`config.mk`:
```
export PLATFORM = sky130hd
export DESIGN_NAME = cu_top
export DESIGN_NICKNAME = d
export VERILOG_FILES = /design/src/rtl/cu_pkg.sv /design/src/rtl/cu_top.sv
export VERILOG_INCLUDE_DIRS = /design/src /design/src/rtl
export SDC_FILE = /design/constraint.sdc
export NUM_CORES = 1
export LEC_CHECK = 0
export ABC_AREA = 1
export BUFFER_PORTS_ARGS = -buffer_cell sky130_fd_sc_hd__buf_4
export CORE_ASPECT_RATIO = 2
export CORE_MARGIN = 5
export CORE_UTILIZATION = 30
export CTS_CLUSTER_SIZE = 25
export DETAILED_ROUTE_END_ITERATION = 8
export PLACE_DENSITY_LB_ADDON = 0.12
export SYNTH_ARGS = -nofsm -noshare
export SYNTH_HDL_FRONTEND = slang
export SYNTH_SLANG_ARGS = --single-unit
```
`constraint.sdc`:
```
create_clock -name aclk -period 2.5 [get_ports aclk]
set_clock_uncertainty 0.15 [all_clocks]
set_input_delay 0.375 -clock aclk [delete_from_list [all_inputs] [get_ports aclk]]
set_output_delay 0.375 -clock aclk [all_outputs]
set_load 0.1 [all_outputs]
```
`src/rtl/cu_regs.svh`:
```
// Register map, field positions, reset values and timing counts.
// Overview of operation
// - Data port at one address: read rx, write tx
// - Host sees direct convention; hardware translates inverse
// - Data read returns oldest FIFO character
// - Sync mode read bit 0 shows I/O line
// - Sync mode write drives only bit 0
// - Transmit starts at write or after guard time
// - No new character while one is still sending
// - Status read clears flags except TBE; interrupt follows quickly
// - Timeout terminal counts set flags and interrupt
// - Start bit in reset window sets early flag
// - Early detection samples every 46, last 32 blind
// - Parity flag after allowed count, T=1 immediately
// - Bad parity dropped under T=0, kept under T=1
// - Parity flag at 10.5 rx, 11.5 tx ETU
// - Full FIFO drops character, sets overrun flag
// - Line low at 10.25 ETU sets framing flag
// - Short latches set, clear on read unless persisting
// - Supply latch clears only outside alarm
// - Presence latches set on any pin change
// - Aux latch set on either edge, read clears
// - Thermal latch clears on read unless persisting
// - Good character resets the parity error counter
`ifndef CU_REGS_SVH
`define CU_REGS_SVH
// Register word indices; byte address is four times the index.
`define CU_IDX_DATA 6'h0d
`define CU_IDX_USR 6'h0e
`define CU_IDX_HSR 6'h0f
`define CU_IDX_CTRL 6'h10
`define CU_IDX_ETU 6'h11
`define CU_IDX_EGT 6'h12
// Control register fields.
`define CU_C_CHAR_CONVENTION_SEL 0
`define CU_C_T1 1
`define CU_C_SYNC 2
`define CU_C_SEL 3
`define CU_C_PEC 6:4
`define CU_C_FIFO 7
`define CU_C_TXM 8
// Event flag bit positions.
`define CU_U_TBE 0
`define CU_U_FER 1
`define CU_U_OVR 2
`define CU_U_PE 3
`define CU_U_EA 4
`define CU_U_TO 7:5
// Fault latch bit positions.
`define CU_H_PTL 0
`define CU_H_AUX 1
`define CU_H_PRA 2
`define CU_H_PRB 3
`define CU_H_SUP 4
`define CU_H_SHA 5
`define CU_H_SHB 6
// Reset values and bus response codes.
`define CU_ETU_RST 16'h0174
`define CU_HSR_RST 7'h10
`define CU_RESP_OK 2'h0
`define CU_RESP_ERR 2'h2
// Frame timing in quarter ETU steps counted from the start edge.
`define CU_Q_LAST_BIT 6'h28
`define CU_Q_FRAME_CHK 6'h29
`define CU_Q_FLAG 6'h2a
`define CU_Q_TX_PE 6'h2e
`define CU_Q_TX_DONE 6'h30
`define CU_Q_RETRY 6'h3c
// Early answer window in clock cycles.
`define CU_EA_LOW_START 9'h0c8
`define CU_EA_END 9'h170
`define CU_EA_BLIND 9'h020
`define CU_EA_SAMPLE 6'h2e
`endif

```
`src/rtl/cu_pkg.sv`:
```
// Types shared by the card UART status block.
`default_nettype none
package cu_pkg;
  typedef enum logic [1:0] {RX_IDLE, RX_FRAME} cu_rx_t;
  typedef enum logic [1:0] {TX_IDLE, TX_PEND, TX_SEND} cu_tx_t;
  typedef struct packed {
    logic thermal; logic supply; logic short_b; logic short_a;
    logic aux; logic det_b; logic det_a; logic rst; logic io;
  } cu_pins_t;
  typedef struct packed {
    logic awvalid; logic [7:0] awaddr; logic wvalid;
    logic [31:0] wdata; logic [3:0] wstrb; logic bready;
    logic arvalid; logic [7:0] araddr; logic rready;
  } cu_axi_req_t;
  typedef struct packed {
    logic awready; logic wready; logic bvalid; logic [1:0] bresp;
    logic arready; logic rvalid; logic [31:0] rdata; logic [1:0] rresp;
  } cu_axi_rsp_t;
  typedef struct packed {
    cu_pins_t s1; cu_pins_t s2; cu_pins_t s3;
    cu_axi_rsp_t ax;
    logic aw_got; logic w_got; logic [5:0] widx;
    logic [31:0] wdata; logic [3:0] wstrb;
    logic [8:0] ctrl; logic [15:0] etu; logic [7:0] egt;
    logic [7:0] uart_event_flags; logic [6:0] hardware_fault_latches;
    logic [7:0][7:0] mem; logic [2:0] wp; logic [2:0] rp;
    logic [3:0] cnt;
    logic [13:0] qc; logic [5:0] fq;
    cu_rx_t rxs; cu_tx_t txs;
    logic [8:0] rxb; logic bad; logic [2:0] perr;
    logic [10:0] txf; logic [9:0] gq;
    logic io_lvl; logic io_oe;
    logic [8:0] ea_cnt; logic [5:0] ea_smp;
    logic sel_q; logic txm_q; logic irq_n;
  } cu_state_t;
endpackage : cu_pkg
`default_nettype wire

```
`src/rtl/cu_top.sv`:
```
// Card character port, event flags and fault latches behind AXI4-Lite.
`include "cu_regs.svh"
`default_nettype none
module cu_top (
  input  wire logic           aclk,         // System clock, 10 MHz.
  input  wire logic           aresetn,      // Synchronous reset, low.
  input  wire cu_pkg::cu_axi_req_t axi_req, // AXI4-Lite master side.
  output var  cu_pkg::cu_axi_rsp_t axi_rsp, // AXI4-Lite slave side.
  input  wire cu_pkg::cu_pins_t    pins,    // Asynchronous pin levels.
  input  wire logic [2:0]     timeout_done, // Terminal count pulses.
  output logic                card_io_out,  // Card I/O drive value.
  output logic                card_io_oe,   // Card I/O drive enable.
  output logic                irq_n         // Interrupt, active low.
);
  import cu_pkg::*;

  cu_state_t s_r;
  cu_state_t s_nxt;

  // Bit order follows the convention; inverse sends the MSB first.
  function automatic logic [7:0] order(input logic [7:0] b,
                                       input logic inv);
    logic [7:0] r;
    r = b;
    if (inv) begin
      for (int i = 0; i < 8; i++) begin
        r[i] = b[7 - i];
      end
    end
    return r;
  endfunction : order

  // True on the tick that brings the frame count to the given step.
  function automatic logic at(input logic tick, input logic [5:0] fq,
                              input logic [5:0] q);
    return tick && (fq == q - 6'h01);
  endfunction : at

  always_comb begin
    cu_state_t n;
    logic tick, inv, t1, sync, txm, full, wr_go, rd_go;
    logic [13:0] quarter;
    logic [3:0] depth;
    logic [7:0] uset, uclr;
    logic [6:0] hset, hclr;
    logic [3:0] perr_inc;
    logic perr_over;
    logic [3:0] bit_idx;
    logic [8:0] ea_hi;
    logic ea_win, pok, start_frame;
    n = s_r;
    // Every local gets a value first so no path can hold one over.
    quarter = 14'h0000;
    tick = 1'b0;
    wr_go = 1'b0;
    rd_go = 1'b0;
    ea_win = 1'b0;
    uset = 8'h00;
    uclr = 8'h00;
    hset = 7'h00;
    hclr = 7'h00;
    start_frame = 1'b0;
    inv = s_r.ctrl[`CU_C_CHAR_CONVENTION_SEL];
    t1 = s_r.ctrl[`CU_C_T1];
    sync = s_r.ctrl[`CU_C_SYNC];
    txm = s_r.ctrl[`CU_C_TXM];
    depth = s_r.ctrl[`CU_C_FIFO] ? 4'h8 : 4'h1;
    full = s_r.cnt >= depth;
    // One bit wider than the counter so a limit of seven can be passed.
    perr_inc = {1'b0, s_r.perr} + 4'h1;
    perr_over = perr_inc > {1'b0, s_r.ctrl[`CU_C_PEC]};
    bit_idx = 4'((s_r.fq + 6'h01) >> 2);
    ea_hi = `CU_EA_END - `CU_EA_BLIND;
    pok = ~^s_r.rxb;

    // Pins pass two flip-flops; the third stage only feeds edge checks.
    n.s1 = pins;
    n.s2 = s_r.s1;
    n.s3 = s_r.s2;

    // Quarter ETU timebase, restarted at each frame start.
    quarter = (s_r.etu[15:2] == 14'h0000) ? 14'h0001 : s_r.etu[15:2];
    tick = s_r.qc == 14'h0000;
    n.qc = tick ? quarter - 14'h0001 : s_r.qc - 14'h0001;
    if (tick && s_r.fq != 6'h3f) begin
      n.fq = s_r.fq + 6'h01;
    end
    if (tick && s_r.gq != 10'h000 && s_r.txs != TX_SEND) begin
      n.gq = s_r.gq - 10'h001;
    end

    // Write channel: address and data are taken in either order.
    if (s_r.ax.awready && axi_req.awvalid) begin
      n.ax.awready = 1'b0;
      n.aw_got = 1'b1;
      n.widx = axi_req.awaddr[7:2];
    end
    if (s_r.ax.wready && axi_req.wvalid) begin
      n.ax.wready = 1'b0;
      n.w_got = 1'b1;
      n.wdata = axi_req.wdata;
      n.wstrb = axi_req.wstrb;
    end
    wr_go = s_r.aw_got && s_r.w_got && !s_r.ax.bvalid;
    if (wr_go) begin
      n.ax.bvalid = 1'b1;
      n.ax.bresp = `CU_RESP_OK;
      unique case (s_r.widx)
        `CU_IDX_DATA: begin
          if (s_r.wstrb[0]) begin
            if (sync) begin
              n.io_lvl = s_r.wdata[0];
            end else if (txm && s_r.txs == TX_IDLE) begin
              // Build start, data and even parity as line levels.
              n.txf = {1'b1, (^s_r.wdata[7:0]) ^ inv,
                       order(s_r.wdata[7:0], inv) ^ {8{inv}},
                       1'b0};
              n.txs = TX_PEND;
              uclr[`CU_U_TBE] = 1'b1;
            end
            // A write during a send is dropped on purpose.
          end
        end
        `CU_IDX_CTRL: begin
          if (s_r.wstrb[0]) begin
            n.ctrl[7:0] = s_r.wdata[7:0];
          end
          if (s_r.wstrb[1]) begin
            n.ctrl[8] = s_r.wdata[8];
          end
        end
        `CU_IDX_ETU: begin
          if (s_r.wstrb[0]) begin
            n.etu[7:0] = s_r.wdata[7:0];
          end
          if (s_r.wstrb[1]) begin
            n.etu[15:8] = s_r.wdata[15:8];
          end
        end
        `CU_IDX_EGT: begin
          if (s_r.wstrb[0]) begin
            n.egt = s_r.wdata[7:0];
          end
        end
        `CU_IDX_USR, `CU_IDX_HSR: begin
        end
        default: begin
          n.ax.bresp = `CU_RESP_ERR;
        end
      endcase
    end
    if (s_r.ax.bvalid && axi_req.bready) begin
      n.ax.bvalid = 1'b0;
      n.ax.awready = 1'b1;
      n.ax.wready = 1'b1;
      n.aw_got = 1'b0;
      n.w_got = 1'b0;
    end

    // Read channel: side effects happen on the address handshake.
    rd_go = s_r.ax.arready && axi_req.arvalid;
    if (rd_go) begin
      n.ax.arready = 1'b0;
      n.ax.rvalid = 1'b1;
      n.ax.rresp = `CU_RESP_OK;
      n.ax.rdata = 32'h0000_0000;
      unique case (axi_req.araddr[7:2])
        `CU_IDX_DATA: begin
          if (sync) begin
            n.ax.rdata[0] = s_r.s2.io;
          end else begin
            n.ax.rdata[7:0] = s_r.mem[s_r.rp];
            if (s_r.cnt != 4'h0) begin
              n.rp = s_r.rp + 3'h1;
              n.cnt = s_r.cnt - 4'h1;
            end
            if (!txm) begin
              uclr[`CU_U_TBE] = 1'b1;
            end
          end
        end
        `CU_IDX_USR: begin
          n.ax.rdata[7:0] = s_r.uart_event_flags;
          uclr[7:1] = 7'h7f;
        end
        `CU_IDX_HSR: begin
          n.ax.rdata[6:0] = s_r.hardware_fault_latches;
          hclr = 7'h7f;
        end
        `CU_IDX_CTRL: n.ax.rdata[8:0] = s_r.ctrl;
        `CU_IDX_ETU: n.ax.rdata[15:0] = s_r.etu;
        `CU_IDX_EGT: n.ax.rdata[7:0] = s_r.egt;
        default: n.ax.rresp = `CU_RESP_ERR;
      endcase
    end
    if (s_r.ax.rvalid && axi_req.rready) begin
      n.ax.rvalid = 1'b0;
      n.ax.arready = 1'b1;
    end

    // Transmitter.
    if (!sync && s_r.txs != TX_SEND) begin
      n.io_lvl = 1'b1;
    end
    unique case (s_r.txs)
      TX_IDLE: begin
      end
      TX_PEND: begin
        if (s_r.gq == 10'h000) begin
          n.txs = TX_SEND;
          start_frame = 1'b1;
        end
      end
      TX_SEND: begin
        n.io_lvl = (s_r.fq < `CU_Q_LAST_BIT) ? s_r.txf[s_r.fq[5:2]]
                                             : 1'b1;
        if (at(tick, s_r.fq, `CU_Q_FLAG)) begin
          n.bad = !s_r.s2.io && !t1;
        end
        if (at(tick, s_r.fq, `CU_Q_TX_PE) && s_r.bad) begin
          n.perr = perr_inc[2:0];
          if (perr_over) begin
            uset[`CU_U_PE] = 1'b1;
            n.perr = 3'h0;
            n.txs = TX_IDLE;
            n.gq = {s_r.egt, 2'b00};
          end
        end
        if (at(tick, s_r.fq, `CU_Q_TX_DONE) && !s_r.bad) begin
          n.txs = TX_IDLE;
          n.perr = 3'h0;
          n.gq = {s_r.egt, 2'b00};
          uset[`CU_U_TBE] = 1'b1;
        end
        if (at(tick, s_r.fq, `CU_Q_RETRY) && s_r.bad) begin
          start_frame = 1'b1;
        end
      end
      default: n.txs = TX_IDLE;
    endcase

    // Receiver samples each bit at its middle, in half duplex.
    unique case (s_r.rxs)
      RX_IDLE: begin
        if (!txm && !sync && s_r.txs == TX_IDLE && !s_r.s2.io) begin
          n.rxs = RX_FRAME;
          start_frame = 1'b1;
        end
      end
      RX_FRAME: begin
        if (tick && s_r.fq[1:0] == 2'b01 && bit_idx >= 4'h1 &&
            bit_idx <= 4'h9) begin
          n.rxb[bit_idx - 4'h1] = s_r.s2.io ^ inv;
        end
        if (at(tick, s_r.fq, `CU_Q_FRAME_CHK)) begin
          n.bad = !s_r.s2.io;
        end
        if (at(tick, s_r.fq, `CU_Q_FLAG)) begin
          n.rxs = RX_IDLE;
          uset[`CU_U_FER] = s_r.bad;
          if (!pok) begin
            if (t1) begin
              uset[`CU_U_PE] = 1'b1;
            end else begin
              n.perr = perr_inc[2:0];
              if (perr_over) begin
                uset[`CU_U_PE] = 1'b1;
                n.perr = 3'h0;
              end
            end
          end else begin
            n.perr = 3'h0;
          end
          if (pok || t1) begin
            if (full) begin
              uset[`CU_U_OVR] = 1'b1;
            end else begin
              n.mem[s_r.wp] = order(s_r.rxb[7:0], inv);
              n.wp = s_r.wp + 3'h1;
              n.cnt = n.cnt + 4'h1;
              if (n.cnt == depth) begin
                uset[`CU_U_TBE] = 1'b1;
              end
            end
          end
        end
      end
      default: n.rxs = RX_IDLE;
    endcase
    if (start_frame) begin
      n.qc = quarter - 14'h0001;
      n.fq = 6'h00;
      n.bad = 1'b0;
    end

    // Early answer watch counts cycles since the reset pin changed.
    if (s_r.s2.rst != s_r.s3.rst) begin
      n.ea_cnt = 9'h000;
      n.ea_smp = 6'h00;
    end else begin
      if (s_r.ea_cnt != `CU_EA_END) begin
        n.ea_cnt = s_r.ea_cnt + 9'h001;
      end
      n.ea_smp = (s_r.ea_smp == `CU_EA_SAMPLE - 6'h01) ? 6'h00
                                                      : s_r.ea_smp + 6'h01;
    end
    ea_win = s_r.s2.rst ? (s_r.ea_cnt < ea_hi)
                        : (s_r.ea_cnt >= `CU_EA_LOW_START &&
                           s_r.ea_cnt < ea_hi);
    if (ea_win && s_r.ea_smp == 6'h00 && !s_r.s2.io && !txm && !sync) begin
      uset[`CU_U_EA] = 1'b1;
    end
    n.sel_q = s_r.ctrl[`CU_C_SEL];
    if (n.sel_q != s_r.sel_q) begin
      uclr[`CU_U_EA] = 1'b1;
    end
    n.txm_q = txm;
    if (txm && !s_r.txm_q) begin
      uset[`CU_U_TBE] = 1'b1;
    end
    if (!txm && s_r.txm_q) begin
      uclr[`CU_U_TBE] = 1'b1;
    end
    uset[`CU_U_TO] = timeout_done;

    // Fault latches; an active condition outweighs a read clear.
    hset[`CU_H_SHA] = s_r.s2.short_a;
    hset[`CU_H_SHB] = s_r.s2.short_b;
    hset[`CU_H_SUP] = s_r.s2.supply;
    hset[`CU_H_PTL] = s_r.s2.thermal;
    hset[`CU_H_PRA] = s_r.s2.det_a ^ s_r.s3.det_a;
    hset[`CU_H_PRB] = s_r.s2.det_b ^ s_r.s3.det_b;
    hset[`CU_H_AUX] = s_r.s2.aux ^ s_r.s3.aux;

    // Set wins over clear so no event is lost on a read.
    n.uart_event_flags = (s_r.uart_event_flags & ~uclr) | uset;
    n.hardware_fault_latches = (s_r.hardware_fault_latches & ~hclr) | hset;
    n.io_oe = !n.io_lvl;
    n.irq_n = !(|n.uart_event_flags || |n.hardware_fault_latches);
    s_nxt = n;
  end

  always_ff @(posedge aclk) begin
    if (!aresetn) begin
      s_r <= '0;
      s_r.etu <= `CU_ETU_RST;
      s_r.hardware_fault_latches <= `CU_HSR_RST;
      // The card line idles high, so its stages reset high: low would
      // look like a start bit the moment reset lifts.
      s_r.s1.io <= 1'b1;
      s_r.s2.io <= 1'b1;
      s_r.s3.io <= 1'b1;
      s_r.ax.awready <= 1'b1;
      s_r.ax.wready <= 1'b1;
      s_r.ax.arready <= 1'b1;
      s_r.io_lvl <= 1'b1;
      s_r.rxb <= 9'h000;
      s_r.rxs <= RX_IDLE;
      s_r.txs <= TX_IDLE;
    end else begin
      s_r <= s_nxt;
    end
  end

  assign axi_rsp = s_r.ax;
  assign card_io_out = s_r.io_lvl;
  assign card_io_oe = s_r.io_oe;
  assign irq_n = s_r.irq_n;
endmodule : cu_top
`default_nettype wire

```
; Word level (Yosys, flattened, before mapping)
; Cells that the tools add are included.
[word_totals]
ff_bits = 272
latch_bits = 0
ram_bits = 0
rom_bits = 0
input_bits = 71
out_inout_bits = 44
word_cells = 328
mem_count = 0
[op_classes]
addsub = 12
multipliers = 0
n_div = 0
n_lt_le_gt_ge = 13
n_eq_ne = 30
shifts = 0
mux = 113
n_bitwise = 15
reduce_logical = 76
[ops]
columns = operator, n
row1 = 2-to-1 mux 8 bit, 14
row2 = bitwise mux 64 bit, 1
row3 = 2-to-1 mux 4 bit, 13
row4 = one-hot mux 7 bit (6 select lines), 1
row5 = 2-to-1 mux 1 bit, 41
row6 = 2-to-1 mux 10 bit, 4
row7 = "== test 6 x 4 -> 1 bit, second input constant", 6
row8 = "== test 6 x 5 -> 1 bit, second input constant", 6
row9 = "== test 6 bit, second input constant", 6
row10 = logical AND 1 bit, 36
row11 = 2-to-1 mux 7 bit, 5
row12 = logical NOT 14 bit, 2
row13 = 2-to-1 mux 14 bit, 2
row14 = "subtractor 14 x 1 -> 14 bit, second input constant", 2
row15 = 2-to-1 mux 2 bit, 13
row16 = binary-select mux 8 bit (select 3 bit), 1
row17 = demux 8 bit (select 3 bit), 1
row18 = 2-to-1 mux 20 bit, 1
row19 = 2-to-1 mux 3 bit, 6
row20 = AND reduction 3 bit, 5
row21 = "adder 6 x 1 -> 6 bit, second input constant", 2
row22 = OR reduction 6 bit, 2
row23 = 2-to-1 mux 11 bit, 1
row24 = logical NOT 10 bit, 1
row25 = other kinds (55), 87

; Longest topological paths before layout
; Gate-level depths: netlist (run 1).
[depth]
depth_word = 18
mapped_depth = 15
mapped_depth_nobuf = 15

; Least setup slack after synthesis (run 1)
; Ideal clock, no wire load.
[synth_path]
path_kind = reg-to-reg
start = register s_r[41] in the netlist's numbering
end = register s_r[21] in the netlist's numbering
setup_time_ns = 0.086
arrival_time_ns = 2.150
required_time_ns = 2.264
path_slack_ns = 0.115
path_stages_with_launch = 14
path_buffers = 0
synth_period_minus_slack_ns = 2.385
path_cell_list = dfxtp_1 > ha_1 > or2_2 > nand2_1 > ha_1 > inv_1 > nor2_1 > o21ai_0 > nand2_1 > nand3_1 > nand2_1 > inv_1 > nand2_1 > a211oi_1
[synth_via]
elab_chain_len = 6
[synth_lines]
columns = item, line_no
row1 = from (decl), cu_top.sv:17  ; cu_state_t s_r;
row2 = from (signal assigned), cu_top.sv:361  ; s_r <= s_nxt;
row3 = adder 3 x 1 -> 4 bit, cu_top.sv:70  ; perr_inc = {1'b0, s_r.perr} + 4'h1;
row4 = greater-than comparator 4 x 3 -> 1 bit, cu_top.sv:71  ; perr_over = perr_inc > {1'b0, s_r.ctrl[`CU_C_PEC]};
row5 = 2-to-1 mux 10 bit, cu_top.sv:222  ; if (perr_over) begin
row6 = 2-to-1 mux 10 bit, cu_top.sv:220  ; if (at(tick, s_r.fq, `CU_Q_TX_PE) && s_r.bad) begin
row7 = 2-to-1 mux 10 bit, cu_top.sv:229  ; if (at(tick, s_r.fq, `CU_Q_TX_DONE) && !s_r.bad) begin
row8 = 2-to-1 mux 11 bit, cu_top.sv:205  ; unique case (s_r.txs)
; Every way passes these cells.
; A chain may end at the register's enable or synchronous reset.

; Worst setup path in the final report (run 1)
[layout_path]
start = register s_r[198] in the netlist's numbering
end = register s_r[97] in the netlist's numbering
[layout_via]
elab_chain_len = 4
[layout_lines]
columns = item, line_no
row1 = 2-to-1 mux 4 bit, cu_top.sv:67  ; depth = s_r.ctrl[`CU_C_FIFO] ? 4'h8 : 4'h1;
row2 = greater-or-equal comparator 4 bit, cu_top.sv:68  ; full = s_r.cnt >= depth;
row3 = NOT 1 bit (no line), --
row4 = AND reduction 4 bit (no line), --
; Every way passes these cells.

==> results of run 1 <==
==> worst paths after layout <==
kind / start / to / slack [ns] / cells after the start
setup / recovery: s_r[198]$_SDFFE_PN0P_ / s_r[97]$_SDFFE_PN0P_ / 0.14 / 11
hold / removal: axi_req[17] / s_r[206]$_SDFFE_PN0P_ / 0.03 / 3
setup reg to reg: s_r[198]$_SDFFE_PN0P_ / s_r[97]$_SDFFE_PN0P_ / 0.14 / 11
hold reg to reg: s_nxt[302]$_SDFF_PN0_ / s_nxt[293]$_SDFF_PN0_ / 0.26 / 2
==> synthesized netlist by cell type, drive strengths merged (2+ instances only) <==
library cell  count
nand2           414
dfxtp           268
nor2            237
inv             200
a21oi           187
o21ai           162
nand3            89
buf              55
clkbuf           46
xor2             34
nand4            30
ha               25
nor3             23
a211oi           15
o211ai           13
or2              12
a31oi            11
o221ai           11
clkinv           10
xnor2            10
o2111ai           4
nor3b             3
nor4              3
o21a              3
a21boi            2
a221oi            2
nand3b            2
o22ai             2
==> critical path, stage by stage, from the launching register on <==
cell	delay, ns
dfxtp_1	0.34
inv_1	0.11
ha_1	0.28
nand3b_1	0.19
a21oi_4	0.17
inv_2	0.10
nor2_8	0.27
buf_4	0.18
nand4_4	0.14
buf_12	0.18
nand2_1	0.05
a21oi_1	0.06
==> cell families after synthesis <==
kind of cell               Yosys count  synth area share, %
other                                1               0.0280
buffers and inverters              311                 10.2
DFF                                268                 40.0
AOI/OAI and AO/OA                  416                 17.1
adders and majority gates           25                 2.33
xor gates and xnor gates            44                 2.93
and+or+nand+nor                    814                 27.4
==> placed cells by master, fill, tap and decap left out, types with 4 or more instances in the layout <==
cell type / instances
a211oi_1: 12
nor3_2: 4
nand4_1: 20
clkbuf_8: 4
nor2_2: 12
buf_12: 4
o21ai_1: 18
nor2_1: 216
inv_1: 190
nor3_1: 18
or2_2: 9
a21oi_1: 184
dlygate4sd3_1: 36
nand2_2: 7
o211ai_1: 12
ha_1: 24
dfxtp_1: 267
inv_2: 9
a31oi_1: 11
clkbuf_16: 28
clkbuf_1: 6
nand3_2: 7
xor2_1: 33
nand3_1: 81
clkinv_2: 12
o2111ai_1: 4
nand4_4: 9
buf_4: 169
nor2_4: 6
xnor2_1: 10
nand2_1: 406
o21ai_0: 144
conb_1: 18
o221ai_1: 11
==> power by group through the flow <==
stage	logic [mW]	registers, mW	clock network, mW
after CTS	1.65	4.60	4.38
after floorplan	1.25	4.65	0
final	1.64	4.60	4.21
after global routing	1.84	4.62	4.51
after detailed placement	1.60	4.70	0
after global placement	1.59	4.69	0
==> registers in the layout (all words and copies together), names as in the netlist <==
signal	count
axi_rsp	23
s_r	222
irq_n	1
s_nxt	20
card_io_oe	1
card_io_out	1
==> through the flow <==
stage | worst slack [ns] | setup TNS, ns | total power, mW
after floorplan | 0.115 | 0 | 5.89
after global placement | -0.0114 | -0.0114 | 6.28
after detailed placement | -0.0116 | -0.0116 | 6.30
after CTS | 0.00435 | 0 | 10.6
after global routing | -0.0243 | -0.0581 | 11.0
final | 0.137 | 0 | 10.5
==> metal layers <==
layer / part of all wire, % / track usage (%)
met5: 0 / 0
met4: 7.2 / 11.3
met3: 2.9 / 1.89
met2: 58 / 37.4
met1: 32 / 15.5
==> layout make-up <==
class	instances	area, sq um	share of cell area [%]
Multi-Input combinational cell	1317	6790	41.7
Tap cell	555	694	4.27
Clock buffer	38	778	4.78
Inverter	210	801	4.92
Sequential cell	268	5370	33.0
Timing Repair Buffer	210	1720	10.6
Clock inverter	11	130	0.800
==> timing repair <==
action                                  CTS  global route
pin swaps                                 0             6
cloned                                    0             0
setup buffers                             0             3
resized for setup                         1            24
endpoints found under the hold margin    38             0
endpoints found under the setup margin    4            28
hold buffers                             36             0
==> flow_summary.yaml, run 1 <==
status:
  outcome: "complete, no violations"
setup_path:
  cp-end-kind: "flop"
  start_kind: "flop"
  arrival_ns: 2.64
  crit_fanout: 8
  critPathKind: "reg -> reg"
  required_ns: 2.78
clocking:
  clk_pin_slew_worst_paths_ns: 0.07
  cts_tree: "yes"
  root_buffer: "clkbuf_16"
  clock_sinks: 268
  cts_buffers: 28
  cts_buffer_depth: 3
  cts_max_level: 1
  clk_latency_ns: 0.56
layout:
  finalInstanceArea_sq_mm: 0.0163
  diodes: 0
  fillers: 4797
  finalNetCount: 2131
  syn2layout_area_growth_pct: 21.5
  utilization_pct: 36.8
  final_cells: 2609
  drive_above_1_share_pct: 15.1
yosys:
  synth_seq_cells: 268
  netlist_area_sq_mm: 0.0134
  synth_cell_types: 57
  synth_top_cell_by_area: "dfxtp_1"
  netlist_instances: 1879
  synth_edf_count: 0
  ys_seq_area_share_pct: 40.0
  synth_top_area_share_pct: 40.0
  yosys_warnings: 0
  synth_flop_cell: "dfxtp_1"
  synth_area_per_cell_sq_um: 7.13
  async_flop_share_pct: 0
  synth.area.top_cells: "dfxtp_1 (40%), nand2_1 (11%), a21oi_1 (6.9%)"
drt:
  drt_first_pass_iters: 5
  drc: 0
  ant_nets: 0
  routed_wl_um: 45100
  first_iter_violations: 544
  wl_per_cell_um: 17.3
  vias: 12500
  via_per_inst: 4.77
timing:
  slew_headroom_pct: 56.4
  final.period_utilization_pct: 94.5
  finalMaxSlewViolations: 0
  hold-worst-slack_ns: 0.0264
  rsz0062_at_grt: "yes"
  hold_violations: 0
  worst_pin_slew_ns: 0.650
  timing.fmax_mhz: 423
  min_period_ns: 2.36
  finalSetupViolations: 0
pwr:
  peakVddDrop_v: 0.000523
  p_sw_mw: 3.08
  p_int_mw: 7.38
  clkPwrFrac_pct: 40.3
  p_seq_share_pct: 44.0
  powerDensity_mw_per_mm2: 642
  p_leak_nw: 6.77
  comb_power_share_pct: 15.7
  p_sw_share_pct: 29.4
floorplanning:
  fp.coreArea_sq_mm: 0.0442
  ios: 115
  die-area_sq_mm: 0.0492
  die_height_um: 309
  die_x_um: 159
  rows: 109
  initial_utilization_pct: 30.3
global_routing:
  grt_max_degree: 108
  grt_overflow: 0
  antenna_found_initial: 0
  grt_usage_pct: 17.8
  grt_pass1_wl_um: 69700
  grt_pass1_vias: 12600
placed_design:
  portBuffers: 74
  hpwl_um: 35100
  placed_cell_area_sq_mm: 0.0149
  placed_cells: 2521
  gp_congestion: 0.848
flow_run:
  timing.max_cap.violations: 0
min_path:
  hold_class: "in -> reg"
Note: power is estimated with default switching activity, not from simulation.
==> run 2, diff against run 1 <==
--- a/config.mk
+++ b/config.mk
@@ -14,6 +14,7 @@
 export CTS_CLUSTER_SIZE = 25
 export DETAILED_ROUTE_END_ITERATION = 8
 export PLACE_DENSITY_LB_ADDON = 0.12
+export SKIP_CTS_REPAIR_TIMING = 1
 export SYNTH_ARGS = -nofsm -noshare
 export SYNTH_HDL_FRONTEND = slang
 export SYNTH_SLANG_ARGS = --single-unit
==> constraint.sdc (replaced) <==
create_clock -name aclk -period 2.89 [get_ports aclk]
set_clock_uncertainty 0.15 [all_clocks]
set_input_delay 0.4335 -clock aclk [delete_from_list [all_inputs] [get_ports aclk]]
set_output_delay 0.4335 -clock aclk [all_outputs]
set_load 0.1 [all_outputs]
==> run 2 against run 1 <==
Compared with the run above: the run now ends with negative hold slack left; clock power down 13%; hold slack worse by 0.057 ns; global-route usage down 0.39 points; die area unchanged; count of clock-buffer cells in the layout unchanged; core utilization down 1.7 points; non-clock buffer count down 79; first-iteration DRC count down 9.7%; critical path type unchanged; highest routed layer unchanged.
==> flow_summary.yaml, run 2 (same netlist as run 1, synthesis figures left out) <==
timing:
  finalMaxSlewViolations: 0
  fin_setup_tns_ns: 0
  rsz0062_at_grt: "no"
  finalSetupViolations: 0
  worst_pin_slew_ns: 0.986
  min_period_ns: 2.62
  hold-worst-slack_ns: -0.0307
  hold_violations: 11
  final.period_utilization_pct: 90.8
  slew_headroom_pct: 33.8
  timing.fmax_mhz: 381
pwr:
  p_leak_nw: 6.37
  powerDensity_mw_per_mm2: 579
  fin_total_pwr_mw: 8.98
  peakVddDrop_v: 0.000534
setup_path:
  path_common_cell: "nand2_1"
  cp-end-kind: "flop"
  reg2reg_from: "s_r[78]$_SDFF_PN0_"
  start_kind: "flop"
  cp_cell_sequence: "inv_1 > ha_1 > a21oi_1 > nand3_1 > nand2_1 > nand2_1 > ha_1 > or2_2 > nand2_1 > nand2_1 > nor2_1 > nand2_1 > a21oi_1"
  crit_path_max_incr_delay_ns: 0.34
  critical-path-slowest-cell: "a21oi_1"
  r2r_slack_ns: 0.27
  required_ns: 3.23
  arrival_ns: 2.97
  reg2reg_to: "s_r[159]$_SDFF_PN0_"
  r2r_cells: 13
  critPathKind: "reg -> reg"
  crit_fanout: 5
clocking:
  clock_sinks: 268
  root_buffer: "clkbuf_16"
  cts_buffer_depth: 3
  cts_tree: "yes"
  cts_max_level: 1
  clk_pin_slew_worst_paths_ns: 0.06
  cts_buffers: 27
  clk_latency_ns: 0.57
min_path:
  hold_class: "in -> reg"
  min_from: "axi_req[25]"
  hold_path_depth: 3
  hold_end: "s_r[214]$_SDFFE_PN0P_"
floorplanning:
  die_x_um: 159
  die_height_um: 309
  rows: 109
  die-area_sq_mm: 0.0492
  initial_utilization_pct: 30.3
  ios: 115
  fp.coreArea_sq_mm: 0.0442
drt:
  vias: 12200
  routed_wl_um: 44500
  wl_per_cell_um: 17.6
  drc: 0
  via_per_inst: 4.84
  drt_first_pass_iters: 5
  ant_nets: 0
  first_iter_violations: 491
flow_run:
  timing.max_cap.violations: 0
layout:
  drive_above_1_share_pct: 12.0
  utilization_pct: 35.1
  largest_reg_flops: 222
  final_cells: 2527
  finalInstanceArea_sq_mm: 0.0155
  mostFrequentLayoutCell: "nand2_1"
  mostFrequentLayoutCells: "nand2_1 (409), dfxtp_1 (268), nor2_1 (217)"
  top_register: "s_r"
  syn2layout_area_growth_pct: 15.8
  finalNetCount: 2051
  fillers: 4831
  diodes: 0
global_routing:
  grt_usage_pct: 17.5
  grt_pass1_vias: 12200
  grt_pass1_wl_um: 68000
  grt_overflow: 0
  antenna_found_initial: 0
  grt_max_degree: 135
placed_design:
  hpwl_um: 34300
  gp_congestion: 0.832
  portBuffers: 74
  placed_cells: 2464
  placed_cell_area_sq_mm: 0.0145
status:
  violations: "negative hold slack"
  outcome: "complete, but fails checks"
run 2: per-stage QoR:
stage | worst slack (ns) | hold WS [ns]
global route | 0.0103 | 0.000951
CTS | 0.196 | -0.125
detailed placement | 0.214 | 0.249
floorplan | 0.505 | 0.240
global placement | 0.217 | 0.243
finish | 0.266 | -0.0307
run 2: worst max path at each step:
stage | from | to | slack (ns) | cells past startpoint
3_3_place_gp | axi_req[8] | irq_n$_SDFF_PN0_ | 0.22 | 15
2_1_floorplan | s_r[41]$_SDFF_PN0_ | s_r[21]$_SDFF_PN0_ | 0.50 | 13
4_1_cts | s_r[42]$_SDFF_PN0_ | s_r[21]$_SDFF_PN0_ | 0.20 | 13
6_report | s_r[78]$_SDFF_PN0_ | s_r[159]$_SDFF_PN0_ | 0.27 | 13
3_5_place_dp | axi_req[8] | irq_n$_SDFF_PN0_ | 0.21 | 15
5_1_grt | s_r[78]$_SDFF_PN0_ | irq_n$_SDFF_PN0_ | 0.01 | 14
run 2: cell type report:
type                    instances  area [sq um]  share of cell area [%]
clock inverters                 8          96.3                   0.621
well taps                     555           694                    4.47
multi-input cells            1317          6730                    43.4
flip-flops and latches        268          5370                    34.6
inverters                     210           800                    5.15
clock buffers                  38           797                    5.14
repair buffers                131          1040                    6.69
run 2: layer usage:
| metal | global-route usage (%) | routed length, um | up-vias |
|---|---|---|---|
| li1 | - | - | 6231 |
| met1 | 15.6 | 14700 | 5649 |
| met2 | 37.4 | 26200 | 237 |
| met3 | 1.49 | 1130 | 102 |
| met4 | 9.00 | 2500 | 0 |
| met5 | 0 | 0 | - |
run 2: power breakdown:
group	switching, mW	internal (mW)
logic	0.943	0.409
clock network	1.56	2.09
registers	0.129	3.85
run 2: worst max-delay path, delay by kind of cell (launching register included):
family                   cells  cell delay, ns
AND/OR/NAND/NOR              8            1.03
adder cells (fa/ha/maj)      2            0.48
AO/OA/AOI/OAI                2            0.46
flip-flops                   1            0.33
buffers and inverters        1            0.09
==> run 3, diff against run 2 <==
--- a/config.mk
+++ b/config.mk
@@ -7,12 +7,13 @@
 export NUM_CORES = 1
 export LEC_CHECK = 0
 export ABC_AREA = 1
-export BUFFER_PORTS_ARGS = -buffer_cell sky130_fd_sc_hd__buf_4
+export CAP_MARGIN = 5
 export CORE_ASPECT_RATIO = 2
 export CORE_MARGIN = 5
 export CORE_UTILIZATION = 30
 export CTS_CLUSTER_SIZE = 25
 export DETAILED_ROUTE_END_ITERATION = 8
+export DONT_BUFFER_PORTS = 1
 export PLACE_DENSITY_LB_ADDON = 0.12
 export SKIP_CTS_REPAIR_TIMING = 1
 export SYNTH_ARGS = -nofsm -noshare
==> run 3 against run 2 <==
Compared with the run above: the flow still finishes with violations (negative hold slack); power up 0.86%; sequential share of layout area increased by 0.44 points; core utilization fell by 0.44 points; highest routed layer unchanged.
==> flow_summary.yaml, run 3 (same netlist as run 1, synthesis figures left out) <==
status:
  outcome: "complete, but fails checks"
  violations: "negative hold slack"
pwr:
  peakVddDrop_v: 0.000476
  p_leak_nw: 6.18
  powerDensity_mw_per_mm2: 591
  fin_total_pwr_mw: 9.06
clocking:
  cts_max_level: 1
  clk_pin_slew_worst_paths_ns: 0.07
  clk_latency_ns: 0.57
  cts_buffer_depth: 3
  root_buffer: "clkbuf_16"
  cts_buffers: 27
  cts_tree: "yes"
  clock_sinks: 268
setup_path:
  critPathKind: "reg -> reg"
  critPathCapture: "irq_n$_SDFF_PN0_"
  r2r_cells: 13
  cp-end-kind: "flop"
  crit_fanout: 5
  reg2reg_to: "irq_n$_SDFF_PN0_"
  required_ns: 3.25
  cp-startpoint: "s_r[41]$_SDFF_PN0_"
  reg2reg_from: "s_r[41]$_SDFF_PN0_"
  r2r_slack_ns: 0.28
  start_kind: "flop"
  arrival_ns: 2.97
layout:
  largest_reg_flops: 222
  fillers: 4852
  mostFrequentLayoutCells: "nand2_1 (409), dfxtp_1 (268), nor2_1 (217)"
  syn2layout_area_growth_pct: 14.4
  drive_above_1_share_pct: 9.24
  top_register: "s_r"
  mostFrequentLayoutCell: "nand2_1"
  diodes: 0
  utilization_pct: 34.7
  finalNetCount: 2013
timing:
  slew_headroom_pct: 32.1
  min_period_ns: 2.61
  rsz0062_at_grt: "no"
  fin_setup_tns_ns: 0
  timing.fmax_mhz: 383
  final.period_utilization_pct: 90.4
  setup_ws_ns: 0.278
  finalSetupViolations: 0
  finalMaxSlewViolations: 0
  hold_violations: 4
  hold-worst-slack_ns: -0.0730
  worst_pin_slew_ns: 1.01
global_routing:
  grt_usage_pct: 17.5
  grt_overflow: 0
  grt_max_degree: 136
  antenna_found_initial: 0
  grt_pass1_vias: 12000
  grt_pass1_wl_um: 68000
drt:
  first_iter_violations: 467
  ant_nets: 0
  routed_wl_um: 45300
  drt_first_pass_iters: 5
  drc: 0
  via_per_inst: 4.86
  wl_per_cell_um: 18.2
  vias: 12100
floorplanning:
  fp.coreArea_sq_mm: 0.0442
  die_height_um: 309
  die_x_um: 159
  rows: 109
  ios: 115
  die-area_sq_mm: 0.0492
  initial_utilization_pct: 30.3
placed_design:
  dp_slack_ns: 0.242
  gp_congestion: 0.872
  hpwl_um: 34500
  portBuffers: 0
flow_run:
  timing.max_cap.violations: 0
min_path:
  hold_class: "in -> reg"
-- run 3: cell count changes in the layout (fill, tap and decap cells not counted), sizes merged --
cell         delta
bufinv          +1
clkinv          +3
clkinvlp        +1
buf            -59
dlygate4sd3    +21
clkbuf          -1
-- run 3: critical path, stage by stage, from the launching register on --
cell,delay [ns]
dfxtp_1,0.36
ha_1,0.22
or2_2,0.30
nand2_1,0.07
ha_1,0.23
inv_1,0.06
nor2_1,0.04
o21ai_0,0.26
nand2_1,0.18
nand3_1,0.12
nand2_1,0.07
a21boi_1,0.27
nand3_1,0.11
nor2_1,0.11
-- run 3: per-layer routing --
metal,vias up,share of wire [%],track usage (%),wire length (um)
li1,6152,-,-,-
met5,-,0,0,0
met2,229,60,37.7,27200
met3,89,2.7,1.89,1240
met4,0,5.2,8.66,2370
met1,5657,32,15.3,14500
-- run 3: how the worst min path moves through the flow --
| stage | from | endpoint | slack (ns) | cells after the start |
|---|---|---|---|---|
| 6_report | axi_req[12] | s_r[201]$_SDFFE_PN0P_ | -0.07 | 2 |
| 5_1_grt | axi_req[12] | s_r[201]$_SDFFE_PN0P_ | 0.001 | 2 |
| 4_1_cts | pins[8] | s_nxt[302]$_SDFF_PN0_ | -0.22 | 2 |
| 3_5_place_dp | s_nxt[302]$_SDFF_PN0_ | s_nxt[293]$_SDFF_PN0_ | 0.25 | 2 |
| 3_3_place_gp | s_nxt[298]$_SDFF_PN0_ | s_nxt[289]$_SDFF_PN0_ | 0.24 | 2 |
| 2_1_floorplan | s_nxt[295]$_SDFF_PN0_ | s_nxt[286]$_SDFF_PN0_ | 0.24 | 2 |
-- run 3: area by class of cell --
| class | instances | area (sq um) | area share [%] |
|---|---|---|---|
| Tap cell | 555 | 694 | 4.53 |
| Clock inverter | 13 | 160 | 1.05 |
| Sequential cell | 268 | 5370 | 35.0 |
| Timing Repair Buffer | 93 | 813 | 5.31 |
| Multi-Input combinational cell | 1317 | 6730 | 43.9 |
| Clock buffer | 37 | 763 | 4.98 |
| Inverter | 210 | 800 | 5.22 |
-- run 3: report_power, final --
| part | internal [mW] | switching [mW] | total [mW] |
|---|---|---|---|
| clock | 2.13 | 1.62 | 3.75 |
| combinational | 0.383 | 0.875 | 1.26 |
| sequential | 3.85 | 0.198 | 4.05 |
-- run 3: per-stage QoR --
step	std cells	cell area [sq um]
after floorplan	1896	13500
after CTS	2454	14900
after global routing	2493	15300
final	2493	15300
after global placement	2404	14000
after detailed placement	2404	14000
